--- config.mk ---
export PLATFORM = sky130hd
export DESIGN_NAME = cvsd_core
export DESIGN_NICKNAME = d
export VERILOG_FILES = /design/src/include/cvsd_pkg.sv /design/src/rtl/sample_fifo.sv /design/src/rtl/cvsd_core.sv
export SDC_FILE = /design/constraint.sdc
export NUM_CORES = 1
export LEC_CHECK = 0
export BUFFER_PORTS_ARGS = -buffer_cell sky130_fd_sc_hd__buf_2
export CORE_ASPECT_RATIO = 1.5
export CORE_UTILIZATION = 31
export CTS_CLUSTER_DIAMETER = 60
export DETAILED_ROUTE_END_ITERATION = 16
export GPL_ROUTABILITY_DRIVEN = 0
export PLACE_DENSITY = 0.51
export SLEW_MARGIN = 0
export SYNTH_ARGS = -nofsm -noshare
export SYNTH_HDL_FRONTEND = slang
export SYNTH_SLANG_ARGS = --single-unit
--- constraint.sdc ---
create_clock -name core_clk -period 3.4 [get_ports core_clk]
set_clock_uncertainty 0.05 [all_clocks]
set_input_delay 0.34 -clock core_clk [delete_from_list [all_inputs] [get_ports core_clk]]
set_output_delay 0.34 -clock core_clk [all_outputs]
set_load 0.005 [all_outputs]
--- src/include/cvsd_pkg.sv ---
// =====================================================================
// Shared constants of the delta modulator core
// =====================================================================
package cvsd_pkg;

    // History register lengths of the two variants
    localparam int HIST_LEN_LOW = 3;
    localparam int HIST_LEN_HIGH = 4;
    localparam int HIST_LEN_DEF = HIST_LEN_HIGH;

    // Reset and clear values
    localparam logic [7:0] HIST_RST = 8'h55;
    localparam logic DATA_OUT_RST = 1'b0;
    localparam logic SLOPE_RST = 1'b1;
    localparam logic COIN_OE_N_RST = 1'b1;

    // Core clock and least high time of the bit clock
    localparam int CORE_CLK_PERIOD_NS = 25;
    localparam int BIT_HI_MIN_NS = 300;
    localparam int BIT_HI_MIN_CYC =
        (BIT_HI_MIN_NS + CORE_CLK_PERIOD_NS - 1) / CORE_CLK_PERIOD_NS;
    localparam int HI_CNT_W = 6;

    // Sample buffer: {serial output bit, coincidence}
    localparam int FIFO_WIDTH = 2;
    localparam int FIFO_DEPTH_DEF = 8;
    localparam int SMP_BIT_POS = 1;
    localparam int SMP_COIN_POS = 0;

endpackage : cvsd_pkg

--- src/rtl/sample_fifo.sv ---
`timescale 1ns/100ps
// =====================================================================
// Synchronous FIFO with registered flags and registered output stage
// =====================================================================
module sample_fifo #(
    parameter int WIDTH = 2,
    parameter int DEPTH = 8
) (
    input wire logic clk,
    input wire logic rst_n,
    input wire logic in_valid,
    input wire logic [WIDTH-1:0] in_data,
    output logic in_ready,
    output logic out_valid,
    output logic [WIDTH-1:0] out_data,
    input wire logic out_ready
);
    localparam int AW = $clog2(DEPTH);

    if (DEPTH < 2 || (DEPTH & (DEPTH - 1)) != 0 || WIDTH < 1) begin : g_bad_cfg
        $error("sample_fifo: DEPTH must be a power of two >= 2");
    end

    logic [WIDTH-1:0] mem [DEPTH];
    logic [AW-1:0] wr_ptr_ff, nxt_wr_ptr, rd_ptr_ff, nxt_rd_ptr;
    logic [AW:0] count_ff, nxt_count;
    logic in_ready_ff, nxt_in_ready;
    logic out_valid_ff, nxt_out_valid;
    logic [WIDTH-1:0] out_data_ff, nxt_out_data;
    logic push, take;

    // =================================================================
    // Next state
    // =================================================================
    always_comb begin
        push = in_valid & in_ready_ff;
        take = (count_ff != '0) & (~out_valid_ff | out_ready);
        nxt_wr_ptr = wr_ptr_ff;
        nxt_rd_ptr = rd_ptr_ff;
        nxt_count = count_ff;
        nxt_out_valid = out_valid_ff;
        nxt_out_data = out_data_ff;
        if (push) begin
            nxt_wr_ptr = wr_ptr_ff + 1'b1;
        end
        if (take) begin
            nxt_rd_ptr = rd_ptr_ff + 1'b1;
            nxt_out_valid = 1'b1;
            nxt_out_data = mem[rd_ptr_ff];
        end else if (out_ready) begin
            nxt_out_valid = 1'b0;
        end
        case ({push, take})
            2'b10: nxt_count = count_ff + 1'b1;
            2'b01: nxt_count = count_ff - 1'b1;
            default: nxt_count = count_ff;
        endcase
        nxt_in_ready = (nxt_count < (AW+1)'(DEPTH));
    end

    // =================================================================
    // Registers
    // =================================================================
    always_ff @(posedge clk or negedge rst_n) begin
        if (!rst_n) begin
            wr_ptr_ff <= '0;
            rd_ptr_ff <= '0;
            count_ff <= '0;
            in_ready_ff <= 1'b0;
            out_valid_ff <= 1'b0;
            out_data_ff <= '0;
        end else begin
            wr_ptr_ff <= nxt_wr_ptr;
            rd_ptr_ff <= nxt_rd_ptr;
            count_ff <= nxt_count;
            in_ready_ff <= nxt_in_ready;
            out_valid_ff <= nxt_out_valid;
            out_data_ff <= nxt_out_data;
        end
    end

    always_ff @(posedge clk) begin
        if (push) begin
            mem[wr_ptr_ff] <= in_data;
        end
    end

    assign in_ready = in_ready_ff;
    assign out_valid = out_valid_ff;
    assign out_data = out_data_ff;

endmodule : sample_fifo

--- src/rtl/cvsd_core.sv ---
`timescale 1ns/100ps
// =====================================================================
// =====================================================================
module cvsd_core
    import cvsd_pkg::*;
#(
    parameter int HIST_LEN = HIST_LEN_DEF,
    parameter int FIFO_DEPTH = FIFO_DEPTH_DEF
) (
    input wire logic core_clk,
    input wire logic rst_n,
    input wire logic clear,
    input wire logic bit_clk,
    input wire logic enc_sel,
    input wire logic cmp_above,
    input wire logic data_in,
    output logic data_out,
    output logic slope_sink,
    output logic syl_charge,
    input wire logic coin_i,
    output logic coin_o,
    output logic coin_oe_n,
    output logic clk_err,
    output logic smp_lost,
    output logic fill_ready,
    output logic rec_valid,
    output logic [FIFO_WIDTH-1:0] rec_data,
    input wire logic rec_ready
);

    // =================================================================
    // Build checks
    // =================================================================
    if (HIST_LEN != HIST_LEN_LOW && HIST_LEN != HIST_LEN_HIGH) begin : g_bad_hist
        $error("cvsd_core: HIST_LEN must be 3 or 4");
    end
    if (BIT_HI_MIN_CYC >= (1 << HI_CNT_W)) begin : g_bad_cnt
        $error("cvsd_core: high time counter too narrow");
    end

    // =================================================================
    // Reset release
    // =================================================================
    logic [1:0] rst_pipe_ff;
    logic rst_sync_n;

    always_ff @(posedge core_clk or negedge rst_n) begin
        if (!rst_n) begin
            rst_pipe_ff <= 2'b00;
        end else begin
            rst_pipe_ff <= {rst_pipe_ff[0], 1'b1};
        end
    end

    assign rst_sync_n = rst_pipe_ff[1];

    // =================================================================
    // Bit clock phase tracking
    // =================================================================
    typedef enum logic {PH_LOW, PH_HIGH} phase_e;

    phase_e phase_ff, nxt_phase;
    logic [HI_CNT_W-1:0] hi_cnt_ff, nxt_hi_cnt;
    logic clk_err_ff, nxt_clk_err;
    logic fall_evt;

    // A falling edge counts only after a high phase of the least width
    always_comb begin
        nxt_phase = phase_ff;
        nxt_hi_cnt = hi_cnt_ff;
        nxt_clk_err = 1'b0;
        fall_evt = 1'b0;
        case (phase_ff)
            PH_LOW: begin
                if (bit_clk) begin
                    nxt_phase = PH_HIGH;
                    nxt_hi_cnt = HI_CNT_W'(1);
                end
            end
            PH_HIGH: begin
                if (bit_clk) begin
                    if (hi_cnt_ff != '1) begin
                        nxt_hi_cnt = hi_cnt_ff + 1'b1;
                    end
                end else begin
                    nxt_phase = PH_LOW;
                    if (hi_cnt_ff >= HI_CNT_W'(BIT_HI_MIN_CYC)) begin
                        fall_evt = 1'b1;
                    end else begin
                        nxt_clk_err = 1'b1;
                    end
                end
            end
            default: begin
                nxt_phase = PH_LOW;
            end
        endcase
    end

    always_ff @(posedge core_clk or negedge rst_sync_n) begin
        if (!rst_sync_n) begin
            phase_ff <= PH_LOW;
            hi_cnt_ff <= '0;
            clk_err_ff <= 1'b0;
        end else begin
            phase_ff <= nxt_phase;
            hi_cnt_ff <= nxt_hi_cnt;
            clk_err_ff <= nxt_clk_err;
        end
    end

    // =================================================================
    // Sign bit, history and coincidence
    // =================================================================
    logic [HIST_LEN-1:0] hist_ff, nxt_hist;
    logic data_out_ff, nxt_data_out;
    logic slope_ff, nxt_slope;
    logic coin_oe_n_ff, nxt_coin_oe_n;
    logic syl_ff, nxt_syl;
    logic push_vld_ff, nxt_push_vld;
    logic [FIFO_WIDTH-1:0] push_dat_ff, nxt_push_dat;
    logic sign_sel;
    logic coin_hit;

    always_comb begin
        // Encode takes the comparator, decode or forced signalling the data pin
        sign_sel = enc_sel ? cmp_above : data_in;
        nxt_hist = hist_ff;
        nxt_data_out = data_out_ff;
        nxt_slope = slope_ff;
        nxt_coin_oe_n = coin_oe_n_ff;
        nxt_syl = syl_ff;
        nxt_push_vld = 1'b0;
        nxt_push_dat = push_dat_ff;
        coin_hit = 1'b0;
        if (clear) begin
            nxt_hist = HIST_RST[HIST_LEN-1:0];
            nxt_data_out = DATA_OUT_RST;
            nxt_slope = SLOPE_RST;
            nxt_coin_oe_n = COIN_OE_N_RST;
            nxt_syl = 1'b0;
        end else if (fall_evt) begin
            nxt_hist = {hist_ff[HIST_LEN-2:0], sign_sel};
            coin_hit = (&nxt_hist) | ~(|nxt_hist);
            // Output is the complement of the sign, so a loop back toggles
            nxt_data_out = ~sign_sel;
            // Polarity opposes the error; idle input alternates the stream
            nxt_slope = sign_sel;
            nxt_coin_oe_n = ~coin_hit;
            nxt_syl = coin_hit;
            nxt_push_vld = 1'b1;
            nxt_push_dat[SMP_BIT_POS] = ~sign_sel;
            nxt_push_dat[SMP_COIN_POS] = coin_hit;
        end
    end

    always_ff @(posedge core_clk or negedge rst_sync_n) begin
        if (!rst_sync_n) begin
            hist_ff <= HIST_RST[HIST_LEN-1:0];
            data_out_ff <= DATA_OUT_RST;
            slope_ff <= SLOPE_RST;
            coin_oe_n_ff <= COIN_OE_N_RST;
            syl_ff <= 1'b0;
            push_vld_ff <= 1'b0;
            push_dat_ff <= '0;
        end else begin
            hist_ff <= nxt_hist;
            data_out_ff <= nxt_data_out;
            slope_ff <= nxt_slope;
            coin_oe_n_ff <= nxt_coin_oe_n;
            syl_ff <= nxt_syl;
            push_vld_ff <= nxt_push_vld;
            push_dat_ff <= nxt_push_dat;
        end
    end

    // =================================================================
    // Sample buffer toward the user side
    // =================================================================
    logic fifo_in_ready;
    logic lost_ff, nxt_lost;
    logic fill_ready_ff, nxt_fill_ready;

    sample_fifo #(
        .WIDTH(FIFO_WIDTH),
        .DEPTH(FIFO_DEPTH)
    ) u_fifo (
        .clk(core_clk),
        .rst_n(rst_sync_n),
        .in_valid(push_vld_ff),
        .in_data(push_dat_ff),
        .in_ready(fifo_in_ready),
        .out_valid(rec_valid),
        .out_data(rec_data),
        .out_ready(rec_ready)
    );

    // The bit clock cannot be held off, so a full buffer drops the sample
    always_comb begin
        nxt_lost = push_vld_ff & ~fifo_in_ready;
        nxt_fill_ready = fifo_in_ready;
    end

    always_ff @(posedge core_clk or negedge rst_sync_n) begin
        if (!rst_sync_n) begin
            lost_ff <= 1'b0;
            fill_ready_ff <= 1'b0;
        end else begin
            lost_ff <= nxt_lost;
            fill_ready_ff <= nxt_fill_ready;
        end
    end

    // =================================================================
    // Outputs
    // =================================================================
    assign data_out = data_out_ff;
    assign slope_sink = slope_ff;
    assign syl_charge = syl_ff;
    assign coin_o = 1'b0;
    assign coin_oe_n = coin_oe_n_ff;
    assign clk_err = clk_err_ff;
    assign smp_lost = lost_ff;
    assign fill_ready = fill_ready_ff;
endmodule : cvsd_core

# Word-level counts from Yosys, hierarchy flattened
# Memory sizes are Yosys's and may differ from the RTL's. A register that Yosys moved wholly into a read port is not among the register bits.
# Cells that the tools add are included.
[totals]
memories = 1
wordCells = 81
mem_bits_rw = 16
input_bits = 9
reg_bits = 34
output_inout_bits = 11
[op_classes]
bitwise_logic = 12
addsub = 5
n_eq_ne = 6
n_mux = 29
n_lt_le_gt_ge = 2
reduce_logical = 8
[mem_list]
columns = ["name", "words", "word_bits", "rd", "rd_clocked_by_memory_dff", "write_ports", "line", "source"]
rows = [
  ["u_fifo.mem", 8, 2, 1, 1, 1, "sample_fifo.sv:24", "logic [WIDTH-1:0] mem [DEPTH];"],
]
[ops]
columns = ["op", "count"]
rows = [
  ["$mux 1", 22],
  ["$mux 6", 3],
  ["$pmux 6 s2", 1],
  ["$pmux 4 s2", 1],
  ["$not 1->1", 7],
  ["$add 3x1->3 const B", 2],
  ["$add 6x1->6 const B", 1],
  ["$ge 6x4->1 const B", 1],
  ["$mux 3", 2],
  ["$ne 6x6->1 const B", 1],
  ["$add 4x1->4 const B", 1],
  ["$lt 4x4->1 const B", 1],
  ["$ne 2x2->1 const B", 2],
  ["$reduce_and 4->1", 1],
  ["$reduce_bool 2->1", 2],
  ["$reduce_bool 4->1", 1],
  ["$reduce_or 4->1", 1],
  ["$sub 4x1->4 const B", 1],
  ["$and 1x1->1", 3],
  ["$reduce_and 3->1", 1],
  ["$eq 2x1->1 const B", 1],
  ["$eq 2x2->1 const B", 1],
  ["$ne 2x1->1 const B", 1],
  ["$or 1x1->1", 2],
  ["other kinds (2)", 2],
]

# Depth between registers and ports, before layout
[depth]
word_depth = 7
ltp_mapped = 9
depth_no_buf = 9

# Hierarchy
# From an unflattened synthesis, not the netlist that was laid out.
[unflattened]
cells_unflattened = 192
area_unflattened_um2 = 2417.3
[by_module_without_submodules]
columns = ["mod", "cells_per_inst", "seq_area_each_um2", "area_each_um2", "n_inst"]
rows = [
  ["sample_fifo", 101, 830.8, 1353.8, 1],
  ["cvsd_core", 91, 555.5, 1063.5, 1],
]

# Least setup slack after synthesis
# Ideal clock, no wire load.
[synth_timing]
path_type = "flip-flop to flip-flop"
from = "register u_fifo.count_ff[0]"
to = "register u_fifo.in_ready_ff (netlist: u_fifo.in_ready)"
required_time_ns = 3.284
period_less_slack_ns = 2.448
setup_ns = 0.066
path_slack_ns = 0.952
path_stages_with_launch = 10
arrival_time_ns = 2.333
n_path_buf = 0
path_cell_list = "dfrtp_1 nor4_1 a21o_1 inv_1 ha_1 ha_1 a21o_1 a2111oi_0 nand4b_1 and2_1"
[synth_via]
elab_chain_cells = 5
elab_cells_between_ends = 8
cone_classes = "add/sub: 2; order compare: 1; eq/ne: 2; mux: 1; bitwise: 1; reduce/logical: 1"
[synth_lines]
columns = ["element", "line", "source"]
rows = [
  ["start: declaration", "sample_fifo.sv:26", "logic [AW:0] count_ff, nxt_count;"],
  ["start signal: assignment", "sample_fifo.sv:75", "count_ff <= nxt_count;"],
  ["$reduce_bool 4->1", "sample_fifo.sv:37", "take = (count_ff != '0) & (~out_valid_ff | out_ready);"],
  ["$and 1x1->1", "sample_fifo.sv:37", ""],
  ["$eq 2x1->1 / $eq 2x2->1 (equally long branches)", "sample_fifo.sv:53", "case ({push, take})"],
  ["$pmux 4 s2 (*)", "sample_fifo.sv:53", ""],
  ["$lt 4x4->1 (*)", "sample_fifo.sv:58", "nxt_in_ready = (nxt_count < (AW+1)'(DEPTH));"],
  ["via u_fifo.nxt_in_ready", "sample_fifo.sv:27", "logic in_ready_ff, nxt_in_ready;"],
  ["end signal: assignment", "sample_fifo.sv:76", "in_ready_ff <= nxt_in_ready;"],
  ["end: declaration", "sample_fifo.sv:27", ""],
]
# Mark *: on every way through the listed nets, which the timed path passes. The rest lies on a longest branch.
# A chain may end at the register's enable or synchronous reset.

# Final worst setup path
# Same ends and word-level chain as after synthesis.

==> results.md <==
- The horizontal die dimension is a little over 70 um.
- The synthesized design contains 16 enable-type register cells.
- 0 antenna diodes ended up in the layout.
- A synthesized cell averages between 10 and 15 um2.
- The total number of yosys warnings is 0.
- For the pin with the worst max-slew slack, the measured transition is 0.9833 ns.
- The run finished with clean final reports.
- The global-route met1 utilization is a little over an eighth.
- The critical path is of the register to register type.
- The delay of the slowest cell on the worst path is ~0.45 ns.
- The initial antenna violation count is 0.
- Summed over all layers, the global routing overflow is 0.
- The via count of the first global-routing pass came to 1379.
- The fraction of the yosys area taken by sequential cells is about 60%.
- The initialized floorplan defines 38 standard-cell rows.
- The number of nets in the synthesized netlist is about 200.
- The clock passes through at most 2 buffers.
- The routed wire length is between 3 and 4 mm.
- The final hold violation count is 0.
- The min-delay analysis places its worst path in the category primary input to register.
- At the worst endpoint, the arrival time is ~3.0 ns.
- The power density over the cells is a little over 600 mW/mm2.
- The number of top-level design ports is 20.
- The clock slew seen by the registers of the worst setup and hold paths is ~0.090 ns.
- The time the final worst path needs with I/O delays and setup is around 2.8 ns.
- VDD sags by at most ~0.25 mV.
- The initial standard-cell utilization of the core is between 30% and 40%.
- The CTS tree is yes.
- The top cell types in the final layout, fill and taps aside, are dfrtp_1 (32), nand2_1 (21), buf_2 (17).
- The commonest non-fill, non-tap cell in the layout is dfrtp_1.
- The count of cell types in the netlist is 42.
- The die is 108.1 um tall.
- The number of vias per cell after detailed routing is 4.595.
- The flip-flop and latch count after synthesis is 52.
- The total area inside the core boundary comes to roughly 0.0072 mm2.
- The count of fill cells added during filler insertion is 759.
- The number of clock buffers inserted by TritonCTS is 5.
- After technology mapping, the gate count stands at 187.
- Global routing used between 10% and 20% of the available tracks across all layers.
- The worst setup path is launched from a register.
- In this run the tightest slew margin relative to its limit is 34.45%.
- The length of the first detailed-routing pass in iterations is 4.
- The clock insertion delay at the later pin of the skew report is roughly 0.3 ns.
- Along the worst path, the maximum fanout reaches 7.
- Among all flip-flop cells after synthesis, the most frequent one is dfrtp_1.
- The full die area is 0.007861 mm2.
- Global routing used roughly 2.5% of the available met3 tracks.
- The synthesis-to-finish area growth is 13.29%.
- The kind of end point of the critical path is a register.
- The most used routing layer is met2.
- The post-route netlist has between 10% and 20% of its cells at a drive strength greater than 1.
- The number of clock sinks is 52.
- The cell with the biggest individual delay on the critical path is dfrtp_1.
- At the worst endpoint, the required time is 3.59 ns.
- The post-route setup TNS is 0 ns.
- In this run the remaining antenna-violating nets after routing total 0.
- In this run the cell area measured after placement is ~0.0025 mm2.
- The finished cells cover roughly 0.0026 mm2.
- Summed over all cells, the static leakage comes to ~1.1 nW.
- Summed over all nets, the half-perimeter wirelength after detailed placement is 2.696 mm.
- Setup violations remaining at the end of the flow were counted as 0.
- The fraction of synthesis flops using an asynchronous set or reset pin is 69.23%.
- The net total in the final layout is ~230.
- Port buffering added 17 buffers.
- Walking the worst path, the cells encountered are nor4_1 > a21o_1 > inv_1 > ha_1 > ha_1 > a21o_1 > a2111oi_0 > nand4b_1 > and2_1.
- The wire length per cell is ~12 um.
- The cell sitting at the root of the clock tree is a clkbuf_8.
- The remaining routing DRC violations is 0.
- In this run the cell area of the synthesized design comes to around 0.0023 mm2.
- Entering global routing, the biggest net connects 25 pins.
- Setup repair after global routing left no endpoint under its margin.
- The ratio of final minimum period to clock period is around 84%.
- The final count of pins violating max slew is 0.
- The overall via count from detail_route is between 1000 and 1500.
- Static timing analysis puts the maximum clock frequency at 0.3518 GHz.
- The clock tree synthesis step divided the H-tree into 2 levels.
- The tool flagged a number of max-cap violations equal to 0.
- The first global-routing pass estimated between 6 and 7 mm of wire.
- After the first detailed-routing iteration, the DRC count stood at 36.
- The register-to-register setup slack is 0.56 ns.
- The met2 demand-to-capacity share in global routing is a little under a fifth.
## cells in the mapped netlist (2+ instances only)
| master | n | area, um2 |
|---|---|---|
| dfrtp_1 | 32 | 800.8 |
| nand2_1 | 21 | 78.83 |
| edfxtp_1 | 16 | 480.5 |
| mux2i_1 | 14 | 140.1 |
| nor2_1 | 12 | 45.04 |
| a21oi_1 | 7 | 35.03 |
| ha_1 | 7 | 87.58 |
| inv_1 | 7 | 26.28 |
| o21ai_0 | 7 | 35.03 |
| nand3_1 | 6 | 30.03 |
| nor3_1 | 5 | 25.02 |
| xnor2_1 | 5 | 43.79 |
| dfstp_2 | 4 | 105.1 |
| nand2b_1 | 4 | 25.02 |
| a211o_1 | 2 | 17.52 |
| a21o_1 | 2 | 15.01 |
| a41oi_1 | 2 | 17.52 |
| buf_4 | 2 | 15.01 |
| clkbuf_1 | 2 | 7.510 |
| conb_1 | 2 | 7.510 |
| mux2_2 | 2 | 22.52 |
| mux2_4 | 2 | 30.03 |
| mux4_2 | 2 | 45.04 |
| nand4b_1 | 2 | 17.52 |
| nor2b_1 | 2 | 12.51 |
| o21bai_1 | 2 | 15.01 |
## area by class of cell
class	instances	area, um2	area share (%)
Clock buffer	5	68.82	2.612
Clock inverter	3	46.29	1.757
Inverter	7	26.28	0.9971
Multi-Input combinational cell	123	879.6	33.38
Sequential cell	52	1386	52.61
Tap cell	100	125.1	4.748
Timing Repair Buffer	19	102.6	3.894
## path summary, 6_finish.rpt
check                                   start         endpoint  cells past startpoint
setup / recovery           u_fifo.count_ff[0]  u_fifo.in_ready                      9
hold / removal                        bit_clk         phase_ff                      1
setup reg to reg           u_fifo.count_ff[0]  u_fifo.in_ready                      9
hold reg to reg                rst_pipe_ff[0]   rst_pipe_ff[1]                      0
max in group asynchronous      rst_pipe_ff[1]       slope_sink                      1
min in group asynchronous               rst_n   rst_pipe_ff[1]                      2
## per-layer routing
layer,share of wire (%),wire length (um),vias up
met5,0,0,-
li1,-,-,702
met4,1.9,70,0
met1,43,1613,685
met2,52,1931,27
met3,2.6,96,6
## cell families after synthesis
group	synth area share [%]
flip-flops	59.60
AO/OA/AOI/OAI	7.477
adder cells (fa/ha/maj)	4.626
multiplexers	10.22
buffers and inverters	2.582
XOR/XNOR	1.883
other	0.3229
AND/OR/NAND/NOR	13.29
## state kept, by name (all words and copies together) (netlist names), named ones only
register / count
clk_err: 1
coin_oe_n: 1
data_out: 1
fill_ready: 1
hi_cnt_ff: 6
hist_ff: 3
phase_ff: 1
push_dat_ff: 2
push_vld_ff: 1
rst_pipe_ff: 2
slope_sink: 1
smp_lost: 1
syl_charge: 1
u_fifo.count_ff: 3
u_fifo.in_ready: 1
u_fifo.mem: 16
u_fifo.out_data: 2
u_fifo.out_valid: 1
u_fifo.rd_ptr_ff: 3
u_fifo.wr_ptr_ff: 3
## worst max-delay path: cells and delay by family (launching register included)
| family | cells | cell delay [ns] |
|---|---|---|
| simple gates | 3 | 0.73 |
| fa+ha+maj | 2 | 0.57 |
| flops | 1 | 0.45 |
| compound gates | 3 | 0.87 |
| buf+inv | 1 | 0.11 |
## what timing repair did
action                                  CTS  global route
buffers inserted                          0             0
hold endpoints to repair                  2             0
endpoints found under the setup margin    0             0
gates resized for setup                   0             0
hold buffers                              1             0
## power by group
group	leakage [nW]	switching, mW	internal, mW	total (mW)
Combinational	0.470	0.154	0.193	0.347
Sequential	0.617	0.114	0.730	0.844
Clock	0.0548	0.206	0.222	0.428
Total	1.14	0.474	1.15	1.62
## per-stage QoR
step / utilization, % / total power [mW] / hold WS, ns / setup slack, ns / cells
finish: 36.46 / 1.619 / 0.2266 / 0.5578 / 309
global route: 36.46 / 1.739 / 0.2198 / 0.3075 / 309
CTS: 36.46 / 1.649 / 0.2181 / 0.5532 / 309
detailed placement: 34.73 / 1.212 / 0.08012 / 0.6007 / 300
global placement: 34.73 / 1.198 / 0.07799 / 0.6902 / 300
floorplan: - / 1.119 / -0.005591 / 0.9517 / 187
No activity file was read; power rests on OpenSTA's default activity.
